--- config.mk ---
export PLATFORM = sky130hd
export DESIGN_NAME = mmg_guard
export DESIGN_NICKNAME = d
export VERILOG_FILES = /design/src/mmg_pkg.sv /design/src/mmg_guard.sv /design/src/mmg_reloc.sv
export SDC_FILE = /design/constraint.sdc
export NUM_CORES = 1
export LEC_CHECK = 0
export BUFFER_PORTS_ARGS = -buffer_cell sky130_fd_sc_hd__buf_4
export CAP_MARGIN = 40
export CORE_MARGIN = 2
export CORE_UTILIZATION = 30
export CTS_CLUSTER_DIAMETER = 50
export DETAILED_ROUTE_END_ITERATION = 10
export PLACE_DENSITY_LB_ADDON = 0.2
export REMOVE_ABC_BUFFERS = 1
export SYNTH_ARGS = -nofsm -noshare
export SYNTH_HDL_FRONTEND = slang
export SYNTH_SLANG_ARGS = --single-unit
--- constraint.sdc ---
create_clock -name clk_sys_in -period 5.3 [get_ports clk_sys_in]
set_clock_uncertainty 0.2 [all_clocks]
set_input_delay 1.06 -clock clk_sys_in [delete_from_list [all_inputs] [get_ports clk_sys_in]]
set_output_delay 1.06 -clock clk_sys_in [all_outputs]
set_load 0.03 [all_outputs]
--- src/mmg_pkg.sv ---
/*
 Package for the monitor memory guard. It holds the address limits,
 the reset values, the access codes and the carrier structs.
 It assumes word addresses of 32 bits in every memory level.
*/
`default_nettype none
package mmg_pkg;
	localparam int          MMG_AW          = 32;
	localparam int          MMG_NPORTS      = 4;
	// reserved monitor region, low words of main and intermediate memory
	localparam logic [31:0] MMG_MON_WORDS   = 32'h0001_0000;
	// monitor instruction fetch limit (65,636 words)
	localparam logic [31:0] MMG_MON_FETCH   = 32'h0001_0064;
	// kernel area closed to port controllers after deadstart
	localparam logic [31:0] MMG_KERNEL_WORDS = 32'h0000_8000;
	localparam logic [31:0] MMG_BOUND_RST   = 32'h0000_0000;

	typedef enum logic [1:0] {MMG_SP_MAIN, MMG_SP_INTER, MMG_SP_BACKING} mmg_space_type;
	typedef enum logic [1:0] {MMG_K_FETCH, MMG_K_READ, MMG_K_WRITE, MMG_K_MOVE} mmg_kind_type;
	typedef enum logic [1:0] {MMG_C_NONE, MMG_C_PORT, MMG_C_ABSENT, MMG_C_BOUNDS} mmg_cause_type;
	typedef enum logic {MMG_JOB, MMG_MONITOR} mmg_mode_type;

	typedef struct packed
	{
		logic          valid;
		mmg_space_type space;
		mmg_kind_type  kind;
		logic [31:0]   addr;
	} mmg_req_type;

	typedef struct packed
	{
		logic          valid;
		mmg_space_type space;
		mmg_kind_type  kind;
		logic [31:0]   phys;
	} mmg_grant_type;

	typedef struct packed
	{
		logic [31:0] inter_lower;
		logic [31:0] inter_upper;
		logic [31:0] backing_lower;
		logic [31:0] backing_upper;
	} mmg_bounds_type;

	typedef struct packed
	{
		logic        valid;
		logic        write;
		logic [31:0] addr;
	} mmg_port_req_type;
endpackage : mmg_pkg
`default_nettype wire

--- src/mmg_guard.sv ---
/*
 Monitor memory guard: mode control, interrupt gating, job and port
 access checking with relocation. One clock, synchronous reset.
 Assumes the port controllers drive their interrupt lines asynchronously
 and their access requests on this clock.
*/
`timescale 1ns/100ps
`default_nettype none
module mmg_guard
(
	input  wire logic                        clk_sys_in,
	input  wire logic                        reset_in,
	input  wire logic                        exec_start_in,
	input  wire logic                        monitor_exit_in,
	input  wire logic [mmg_pkg::MMG_NPORTS-1:0] port_irq_in,
	input  wire logic                        bounds_wr_in,
	input  wire mmg_pkg::mmg_bounds_type     bounds_in,
	input  wire logic [31:0]                 inter_installed_in,
	input  wire logic [31:0]                 backing_installed_in,
	input  wire mmg_pkg::mmg_req_type        req_in,
	input  wire mmg_pkg::mmg_port_req_type   port_req_in,
	output mmg_pkg::mmg_grant_type           grant_out,
	output logic                             deny_out,
	output logic                             port_grant_out,
	output logic                             port_deny_out,
	output logic                             interrupt_out,
	output mmg_pkg::mmg_cause_type           cause_out,
	output logic                             monitor_mode_out,
	output logic                             deadstart_out,
	output mmg_pkg::mmg_bounds_type          bounds_out
);
	import mmg_pkg::*;

	mmg_mode_type              mode_r;
	mmg_mode_type              mode_nxt;
	logic                      deadstart_r;
	mmg_bounds_type            bounds_r;
	logic [MMG_NPORTS-1:0]     irq_s1_r;
	logic [MMG_NPORTS-1:0]     irq_s2_r;
	logic [MMG_NPORTS-1:0]     irq_s3_r;
	logic [MMG_NPORTS-1:0]     irq_lvl_r;
	mmg_grant_type             grant_r;
	logic                      deny_r;
	logic                      port_grant_r;
	logic                      port_deny_r;
	logic                      irq_r;
	mmg_cause_type             cause_r;
	mmg_cause_type             cause_nxt;

	wire logic [31:0] inter_phys;
	wire logic        inter_inb;
	wire logic        inter_pres;
	wire logic [31:0] back_phys;
	wire logic [31:0] back_upper;
	wire logic        back_inb;
	wire logic        back_pres;
	wire logic        in_monitor;
	wire logic        is_main;
	wire logic        is_inter;
	wire logic        is_back;
	wire logic        job_main_ok;
	wire logic        job_inter_ok;
	wire logic        job_back_ok;
	wire logic        job_absent;
	wire logic        job_ok;
	wire logic        mon_ok;
	wire logic        access_ok;
	wire logic        job_fault;
	wire logic        port_irq_any;
	wire logic        take_irq;
	wire logic        port_ok;
	wire logic [31:0] grant_phys;

	mmg_reloc u_inter
	(
		.offset_in    (req_in.addr),
		.lower_in     (bounds_r.inter_lower),
		.upper_in     (bounds_r.inter_upper),
		.installed_in (inter_installed_in),
		.phys_out     (inter_phys),
		.in_bounds_out(inter_inb),
		.present_out  (inter_pres)
	);

	assign back_upper = bounds_r.backing_upper;

	mmg_reloc u_back
	(
		.offset_in    (req_in.addr),
		.lower_in     (bounds_r.backing_lower),
		.upper_in     (back_upper),
		.installed_in (backing_installed_in),
		.phys_out     (back_phys),
		.in_bounds_out(back_inb),
		.present_out  (back_pres)
	);

	// access decode
	assign in_monitor   = (mode_r == MMG_MONITOR);
	assign is_main      = (req_in.space == MMG_SP_MAIN);
	assign is_inter     = (req_in.space == MMG_SP_INTER);
	assign is_back      = (req_in.space == MMG_SP_BACKING);
	assign job_main_ok  = (req_in.addr >= MMG_MON_WORDS);
	assign job_inter_ok = inter_inb && inter_pres && (inter_phys >= MMG_MON_WORDS);
	assign job_back_ok  = back_inb && back_pres;
	assign job_absent   = (is_inter && !inter_pres) || (is_back && !back_pres);
	assign job_ok       = is_main ? job_main_ok : (is_inter ? job_inter_ok : (is_back && job_back_ok));
	// monitor: fetch only from low main, data anywhere
	assign mon_ok       = (req_in.kind == MMG_K_FETCH) ? (is_main && req_in.addr < MMG_MON_FETCH) : 1'b1;
	assign access_ok    = in_monitor ? mon_ok : job_ok;
	assign job_fault    = req_in.valid && !in_monitor && !job_ok;
	assign port_irq_any = |irq_lvl_r;
	assign take_irq     = !in_monitor && (port_irq_any || job_fault);
	assign grant_phys   = (in_monitor || is_main) ? req_in.addr : (is_inter ? inter_phys : back_phys);
	assign port_ok      = deadstart_r || (port_req_in.addr >= MMG_KERNEL_WORDS);
	assign mode_nxt     = take_irq ? MMG_MONITOR : ((in_monitor && monitor_exit_in) ? MMG_JOB : mode_r);
	assign cause_nxt    = !take_irq ? cause_r :
	                      (job_fault ? (job_absent ? MMG_C_ABSENT : MMG_C_BOUNDS) : MMG_C_PORT);

	// three-stage pin synchroniser per interrupt line
	genvar g;
	generate
		for (g = 0; g < MMG_NPORTS; g++)
		begin : g_sync
			always_ff @(posedge clk_sys_in)
			begin
				if (reset_in)
				begin
					irq_s1_r[g]  <= 1'b0;
					irq_s2_r[g]  <= 1'b0;
					irq_s3_r[g]  <= 1'b0;
					irq_lvl_r[g] <= 1'b0;
				end
				else
				begin
					irq_s1_r[g] <= port_irq_in[g];
					irq_s2_r[g] <= irq_s1_r[g];
					irq_s3_r[g] <= irq_s2_r[g];
					if (irq_s2_r[g] == irq_s3_r[g])
					begin
						irq_lvl_r[g] <= irq_s3_r[g];
					end
				end
			end
		end
	endgenerate

	always_ff @(posedge clk_sys_in)
	begin
		if (reset_in)
		begin
			mode_r      <= MMG_MONITOR;
			deadstart_r <= 1'b1;
			cause_r     <= MMG_C_NONE;
			irq_r       <= 1'b0;
		end
		else
		begin
			mode_r  <= mode_nxt;
			cause_r <= cause_nxt;
			irq_r   <= take_irq;
			if (exec_start_in)
			begin
				deadstart_r <= 1'b0;
			end
		end
	end

	// bounds written only by the monitor
	always_ff @(posedge clk_sys_in)
	begin
		if (reset_in)
		begin
			bounds_r <= {4{MMG_BOUND_RST}};
		end
		else if (bounds_wr_in && in_monitor)
		begin
			bounds_r <= bounds_in;
		end
	end

	always_ff @(posedge clk_sys_in)
	begin
		if (reset_in)
		begin
			grant_r      <= '0;
			deny_r       <= 1'b0;
			port_grant_r <= 1'b0;
			port_deny_r  <= 1'b0;
		end
		else
		begin
			grant_r.valid <= req_in.valid && access_ok;
			grant_r.space <= req_in.space;
			grant_r.kind  <= req_in.kind;
			grant_r.phys  <= grant_phys;
			deny_r        <= req_in.valid && !access_ok;
			port_grant_r  <= port_req_in.valid && port_ok;
			port_deny_r   <= port_req_in.valid && !port_ok;
		end
	end

	assign grant_out        = grant_r;
	assign deny_out         = deny_r;
	assign port_grant_out   = port_grant_r;
	assign port_deny_out    = port_deny_r;
	assign interrupt_out    = irq_r;
	assign cause_out        = cause_r;
	assign monitor_mode_out = mode_r;
	assign deadstart_out    = deadstart_r;
	assign bounds_out       = bounds_r;
endmodule : mmg_guard
`default_nettype wire

--- src/mmg_reloc.sv ---
/*
 Relocation and bounds check for one relocated memory level.
 Purely combinational; the caller registers the results.
*/
`timescale 1ns/100ps
`default_nettype none
module mmg_reloc
(
	input  wire logic [31:0] offset_in,
	input  wire logic [31:0] lower_in,
	input  wire logic [31:0] upper_in,
	input  wire logic [31:0] installed_in,
	output logic      [31:0] phys_out,
	output logic             in_bounds_out,
	output logic             present_out
);
	import mmg_pkg::*;

	wire logic [32:0] sum;
	wire logic        carry;

	// job address is an offset from the level's lower bound
	assign sum           = {1'b0, lower_in} + {1'b0, offset_in};
	assign carry         = sum[32];
	assign phys_out      = sum[31:0];
	assign in_bounds_out = !carry && (phys_out >= lower_in) && (phys_out <= upper_in);
	// zero installed words means the level is absent
	assign present_out   = !carry && (installed_in != 32'h0000_0000) && (phys_out < installed_in);
endmodule : mmg_reloc
`default_nettype wire

* After elaboration in Yosys (flattened, before gate mapping) *
Index checks and enable logic that the tools add are counted.

operators by class
  reduce and logical (&&, ||, !) cells = 42
  add/sub/neg operators = 2
  mux-type cells = 8
  equality and inequality tests = 6
  $lt $le $gt $ge = 10

operators with widths
  operator                                                                        number
  32-bit by 32-bit adder with 33-bit output                                       2
  32-bit by 17-bit >= comparator with 1-bit output, second input constant         2
  32-bit >= comparator                                                            2
  32-bit less-or-equal comparator                                                 2
  32-bit less-than comparator                                                     2
  32-bit two-way mux                                                              2
  32-bit nonzero test                                                             2
  32-bit by 16-bit >= comparator with 1-bit output, second input constant         1
  32-bit by 17-bit less-than comparator with 1-bit output, second input constant  1
  1-bit logical AND                                                               24
  1-bit logical NOT                                                               8
  1-bit two-way mux                                                               5
  1-bit equality test                                                             4
  2-bit logical NOT                                                               2
  1-bit logical OR                                                                4
  4-bit OR reduction                                                              1
  2-bit by 1-bit equality test with 1-bit output, second input constant           1
  2-bit equality test, second input constant                                      1
  2-bit two-way mux                                                               1
  2-bit OR reduction                                                              1

storage, ports and cells
  output and inout bits = 173
  bits in registers = 189
  input bits = 272

* Depth between registers and ports, before layout *
  depth in word-level cells = 13
  gate-level depth with buffers = 23
  depth with buffers taken out = 23

* Hierarchy *
Synthesis repeated with hierarchy kept, for this count alone.

unflattened totals
  cells, all modules = 1931
  area, all modules = 14913.1 µm²

by module, submodules not included
  module               instances  area an instance (µm²)  cells an instance
  mmg_guard            1          6794.0                  812
  mmg_reloc (u_back)   1          4117.7                  561
  mmg_reloc (u_inter)  1          4001.3                  558

* Worst setup path before layout *
Ideal clock, no wire load.

  path type = input to register
  start = input req_in[0] (netlist bit)
  end = register mode_r (netlist: monitor_mode_out)
  library setup time = 0.134 ns
  arrival time = 5.359 ns
  slack = -0.393 ns
  buffers on the path = 0
  stages on the path = 21
  path through = ha_1 > inv_1 > fa_1 > nand2b_1 > a211oi_2 > o31ai_1 > o211ai_1 > a21oi_1 > a31oi_1 > xor2_1 > ha_1 > and4_1 > nand4_1 > a21oi_1 > a221oi_1 > nand4_1 > a211o_1 > or3_1 > a21oi_2 > nor3b_2 > or4_1

on the way
  longest elaborated chain between the ends = 13
  elaborated cells between the ends (all ways) = 31
  those cells by class = 2 x add/sub; 8 x order compare; 2 x mux; 19 x reduce/logical

ends and longest elaborated chain
  item                                                       RTL line                            RTL
  start, declared                                            mmg_guard.sv:20                     input wire mmg_pkg::mmg_req_type req_in,
  32-bit by 32-bit adder with 33-bit output                  mmg_reloc.sv:23                     assign sum = {1'b0, lower_in} + {1'b0, offset_in};
  32-bit >= comparator or 1-bit logical NOT (tied branches)  mmg_reloc.sv:26, mmg_reloc.sv:28
  1-bit logical AND, on equally long branches (2 in a row)   mmg_reloc.sv:26, mmg_reloc.sv:28
  1-bit logical AND, on equally long branches                mmg_guard.sv:105, mmg_guard.sv:104
  1-bit logical AND, on equally long branches                mmg_guard.sv:107, mmg_guard.sv:104
  1-bit two-way mux                                          mmg_guard.sv:107                    assign job_ok = is_main ? job_main_ok : (is_inter ? job_inter_ok : (is_back && job_back_ok));
  1-bit two-way mux *                                        mmg_guard.sv:107
  1-bit logical NOT *                                        mmg_guard.sv:111                    assign job_fault = req_in.valid && !in_monitor && !job_ok;
  1-bit logical AND *                                        mmg_guard.sv:111
  1-bit logical OR *                                         mmg_guard.sv:113                    assign take_irq = !in_monitor && (port_irq_any || job_fault);
  1-bit logical AND *                                        mmg_guard.sv:113
  2-bit OR reduction (no source line) *                      n/a
  end signal, assigned                                       mmg_guard.sv:159                    mode_r <= mode_nxt;
  end, declared                                              mmg_guard.sv:34                     mmg_mode_type mode_r;

Mark *: on every way between the ends. The rest lies on a longest branch, timed or not.
A chain may end at the register's enable or synchronous reset.

* Final worst setup path *
  start = input req_in[1] (netlist bit)
  end = register mode_r (netlist: monitor_mode_out)

Same word-level chain as after synthesis.

==> out/metrics.csv <==
stage,metric,value,unit
floorplan,# IOs,445,
final_layout,post-layout instance area,23100,um2
yosys,post-synthesis sequential area ratio,0.251,
critical_path,CP max stage delay,400,ps
critical_path,nature of the critical path endpoint,flip-flop,
critical_path,CP required,5470,ps
critical_path,"Largest delay share family, worst path",compound AO/OA/AOI/OAI gates,
cts,clock tree from TritonCTS,built,
final_layout,share of post-route cells with drive strength above 1,0.340,
critical_path,endpoint of the worst register-to-register path,monitor_mode_out,
sta,maximum operating frequency,0.189,GHz
yosys,Synth cell types,76,
floorplan,# rows,82,
detailed_routing,Routed WL,65600,um
detailed_routing,number of DRC markers after the initial detailed-route iteration,885,
yosys,Post-Syn Instances,2025,
final_layout,"Net count, final",3330,
yosys,post-synthesis area per instance,7.45,um2
critical_path,critical path peak fanout,4,
critical_path,Critical Path Start,req_in[1],
critical_path,crit path buf inv count,7,
detailed_routing,via-per-instance ratio,4.94,
cts,# hold bufs at CTS,0,
global_route,global-route wire length before repair,98400,um
floorplan,height of the chip,228,um
cts,number of CTS-inserted buffers,17,
power_and_ir_drop,cell area power density,242,nW/um2
global_route,Overall Global Routing Usage,0.247,
detailed_routing,residual antenna-violating net count after detailed routing,0,
sta,fin crit period,5300,ps
cts,clock input transition at the sequential cells of the worst setup and hold paths,70,ps
critical_path,r2r setup slk,280,ps
placement,post-detailed-placement half-perimeter wirelength,54900,um
sta,setup violators final,0,
cts,Clock Sink Count,189,
critical_path,Crit path top cell by count,buf_4,
critical_path,Reg-to-Reg Start,bounds_out[96],
critical_path,worst reg2reg path depth,23,
cts,clock latency at the later pin of the worst-skew pair,500,ps
floorplan,Initial Utilization,0.303,
critical_path,critical path endpoint,monitor_mode_out,
floorplan,width of the die,228,um
yosys,Syn. warnings,0,
sta,final setup margin,3.93,ps
yosys,"EDFF count, synth",0,
placement,Placement Setup Slack,-1120,ps
power_and_ir_drop,static leakage,11.1,nW
detailed_routing,average wire per standard cell,18.8,um
yosys,leading register cell type out of synthesis,dfxtp_1,
global_route,number of global-route vias before repair,17200,
final_layout,most common library cell in the layout ignoring fill and taps,buf_4,
run,max capacitance violation total,0,
floorplan,full die area,52100,um2
hold_path,HP Class,flip-flop to flip-flop,
cts,cell chosen for the clock root,clkbuf_16,
sta,share of the cycle needed by the critical path after routing,0.999,
hold_path,number of cells on the worst hold path,1,
yosys,"Cell Area, Synth",15100,um2
cts,maximum number of buffers from clock root to sink,2,
placement,post-detailed-placement cell area,21800,um2
placement,number of port buffers,428,
yosys,Synth async-reset ratio,0,
critical_path,Crit. path cell count,25,
critical_path,kind of start point of the critical path,primary input,
critical_path,CP Data Arrival Time,5470,ps
power_and_ir_drop,worst-case vdd ir drop,0.207,mV
cts,number of levels the H-tree was split into,4,
critical_path,Setup CP Type,primary input to flip-flop,
sta,setup repair after global routing missed its margin,yes,
critical_path,CP max stage cell,or3_1,
sta,Final Max Tran Viols,0,
sta,Slew headroom,0.455,
sta,final hold violation count,0,
floorplan,CORE AREA,49900,um2
final_layout,count of filler cells inserted in the layout,5082,
final_layout,"commonest non-fill, non-tap cells in the layout","822 x buf_4, 373 x nand2_1, 259 x a21oi_1, 247 x ha_1, 212 x inv_1",
yosys,register bit total from synthesis,189,
detailed_routing,DRC violations left,0,
sta,Hold Slack,244,ps
global_route,maximum number of pins on one net before global-route repair,89,
global_route,initial antenna violation count,6,
detailed_routing,vias post-DR,17300,
detailed_routing,Initial DRT Pass Iterations,5,
sta,worst slew pin tran,810,ps
final_layout,Area Growth Syn to Fin,53.0,%
status,run status,"finished, final reports clean",
placement,RePlAce Congestion,0.907,
global_route,final global-route overflow total,0,
power by group:
group / internal, mW / total (mW) / switching (mW)
clock: 0.642 / 1.28 / 0.637
combinational: 1.26 / 2.71 / 1.45
sequential: 1.51 / 1.59 / 0.0813
cell type report:
cell class / count / area [um2] / area share
Antenna cell: 6 / 15.0 / 0.000650
Clock buffer: 22 / 474 / 0.0205
Clock inverter: 10 / 83.8 / 0.00363
Inverter: 214 / 803 / 0.0348
Multi-Input combinational cell: 1553 / 10900 / 0.470
Sequential cell: 189 / 3780 / 0.164
Tap cell: 672 / 841 / 0.0364
Timing Repair Buffer: 827 / 6240 / 0.270
per-stage QoR:
stage,instances,TNS (ps),util,power [mW]
6_report,3493,0,0.463,5.58
3_5_place_dp,3440,-6100,0.437,4.20
2_1_floorplan,1956,-1080,-,2.91
4_1_cts,3482,-17.0,0.458,5.60
3_3_place_gp,3439,-5530,0.437,4.14
5_1_grt,3493,-663,0.463,5.96
worst min-delay path by stage:
stage / start / endpoint / slack [ps]
3_3_place_gp: irq_s1_r[0] / irq_s2_r[0] / 220
3_5_place_dp: irq_s1_r[3] / irq_s2_r[3] / 230
2_1_floorplan: irq_s1_r[0] / irq_s2_r[0] / 210
4_1_cts: irq_s1_r[3] / irq_s2_r[3] / 240
5_1_grt: irq_s1_r[3] / irq_s2_r[3] / 260
6_report: irq_s1_r[3] / irq_s2_r[3] / 240
cell families (layout without fill, tap and decap cells):
| logic type | after synthesis | in the layout | share of synthesized area |
|---|---|---|---|
| and+or+nand+nor | 689 | 689 | 0.206 |
| AOI/OAI and AO/OA | 546 | 546 | 0.223 |
| buffers and inverters | 283 | 1073 | 0.0708 |
| adders and majority gates | 256 | 256 | 0.213 |
| DFF | 189 | 189 | 0.251 |
| xor gates and xnor gates | 59 | 59 | 0.0342 |
| muxes | 3 | 3 | 0.00199 |
| other | 0 | 6 | 0 |
layer usage:
layer / GRT usage / routed length, um / vias to the layer above
li1: - / - / 8660
met1: 0.319 / 30100 / 8014
met2: 0.398 / 29800 / 482
met3: 0.0508 / 3290 / 96
met4: 0.104 / 2370 / 0
met5: 0 / 0 / -
flip-flops by register name (all words and copies together), names as in the netlist:
name,count
irq_s1_r,4
deadstart_out,1
bounds_out,96
monitor_mode_out,1
irq_s2_r,4
interrupt_out,1
port_grant_out,1
deny_out,1
cause_out,2
irq_s3_r,4
irq_lvl_r,4
port_deny_out,1
grant_out,37
back_upper,32
synthesized netlist by cell type, drive strengths merged, types with 3 or more instances:
cell type	n	share of area
nand2	375	0.093
a21oi	270	0.090
ha	254	0.21
inv	212	0.053
dfxtp	189	0.25
nor2	105	0.026
o21ai	75	0.025
clkbuf	63	0.016
a21o	53	0.026
nand4	51	0.021
xnor2	37	0.021
nor2b	32	0.013
nor4	31	0.014
nand3	26	0.0086
nor3	25	0.0083
a211oi	23	0.012
xor2	22	0.013
o21a	16	0.0080
o21bai	16	0.0080
o211ai	13	0.0065
a311oi	12	0.0070
nand2b	10	0.0041
a31oi	9	0.0047
o22ai	9	0.0037
a2111oi	8	0.0046
buf	6	0.0019
o2111ai	6	0.0035
a221oi	5	0.0033
and2	5	0.0021
and4	5	0.0029
o31ai	5	0.0034
or2	5	0.0021
or4	5	0.0027
a211o	4	0.0023
and3	4	0.0017
o211a	4	0.0027
a21boi	3	0.0015
mux2i	3	0.0020
or3	3	0.0012
or3b	3	0.0017
what timing repair did:
| item | in CTS | in global routing |
|---|---|---|
| buffers inserted | 10 | 5 |
| pin swaps | 50 | 19 |
| setup endpoints to repair | 6 | 6 |
| gates resized for setup | 78 | 35 |
(Power assumes the default switching activity.)
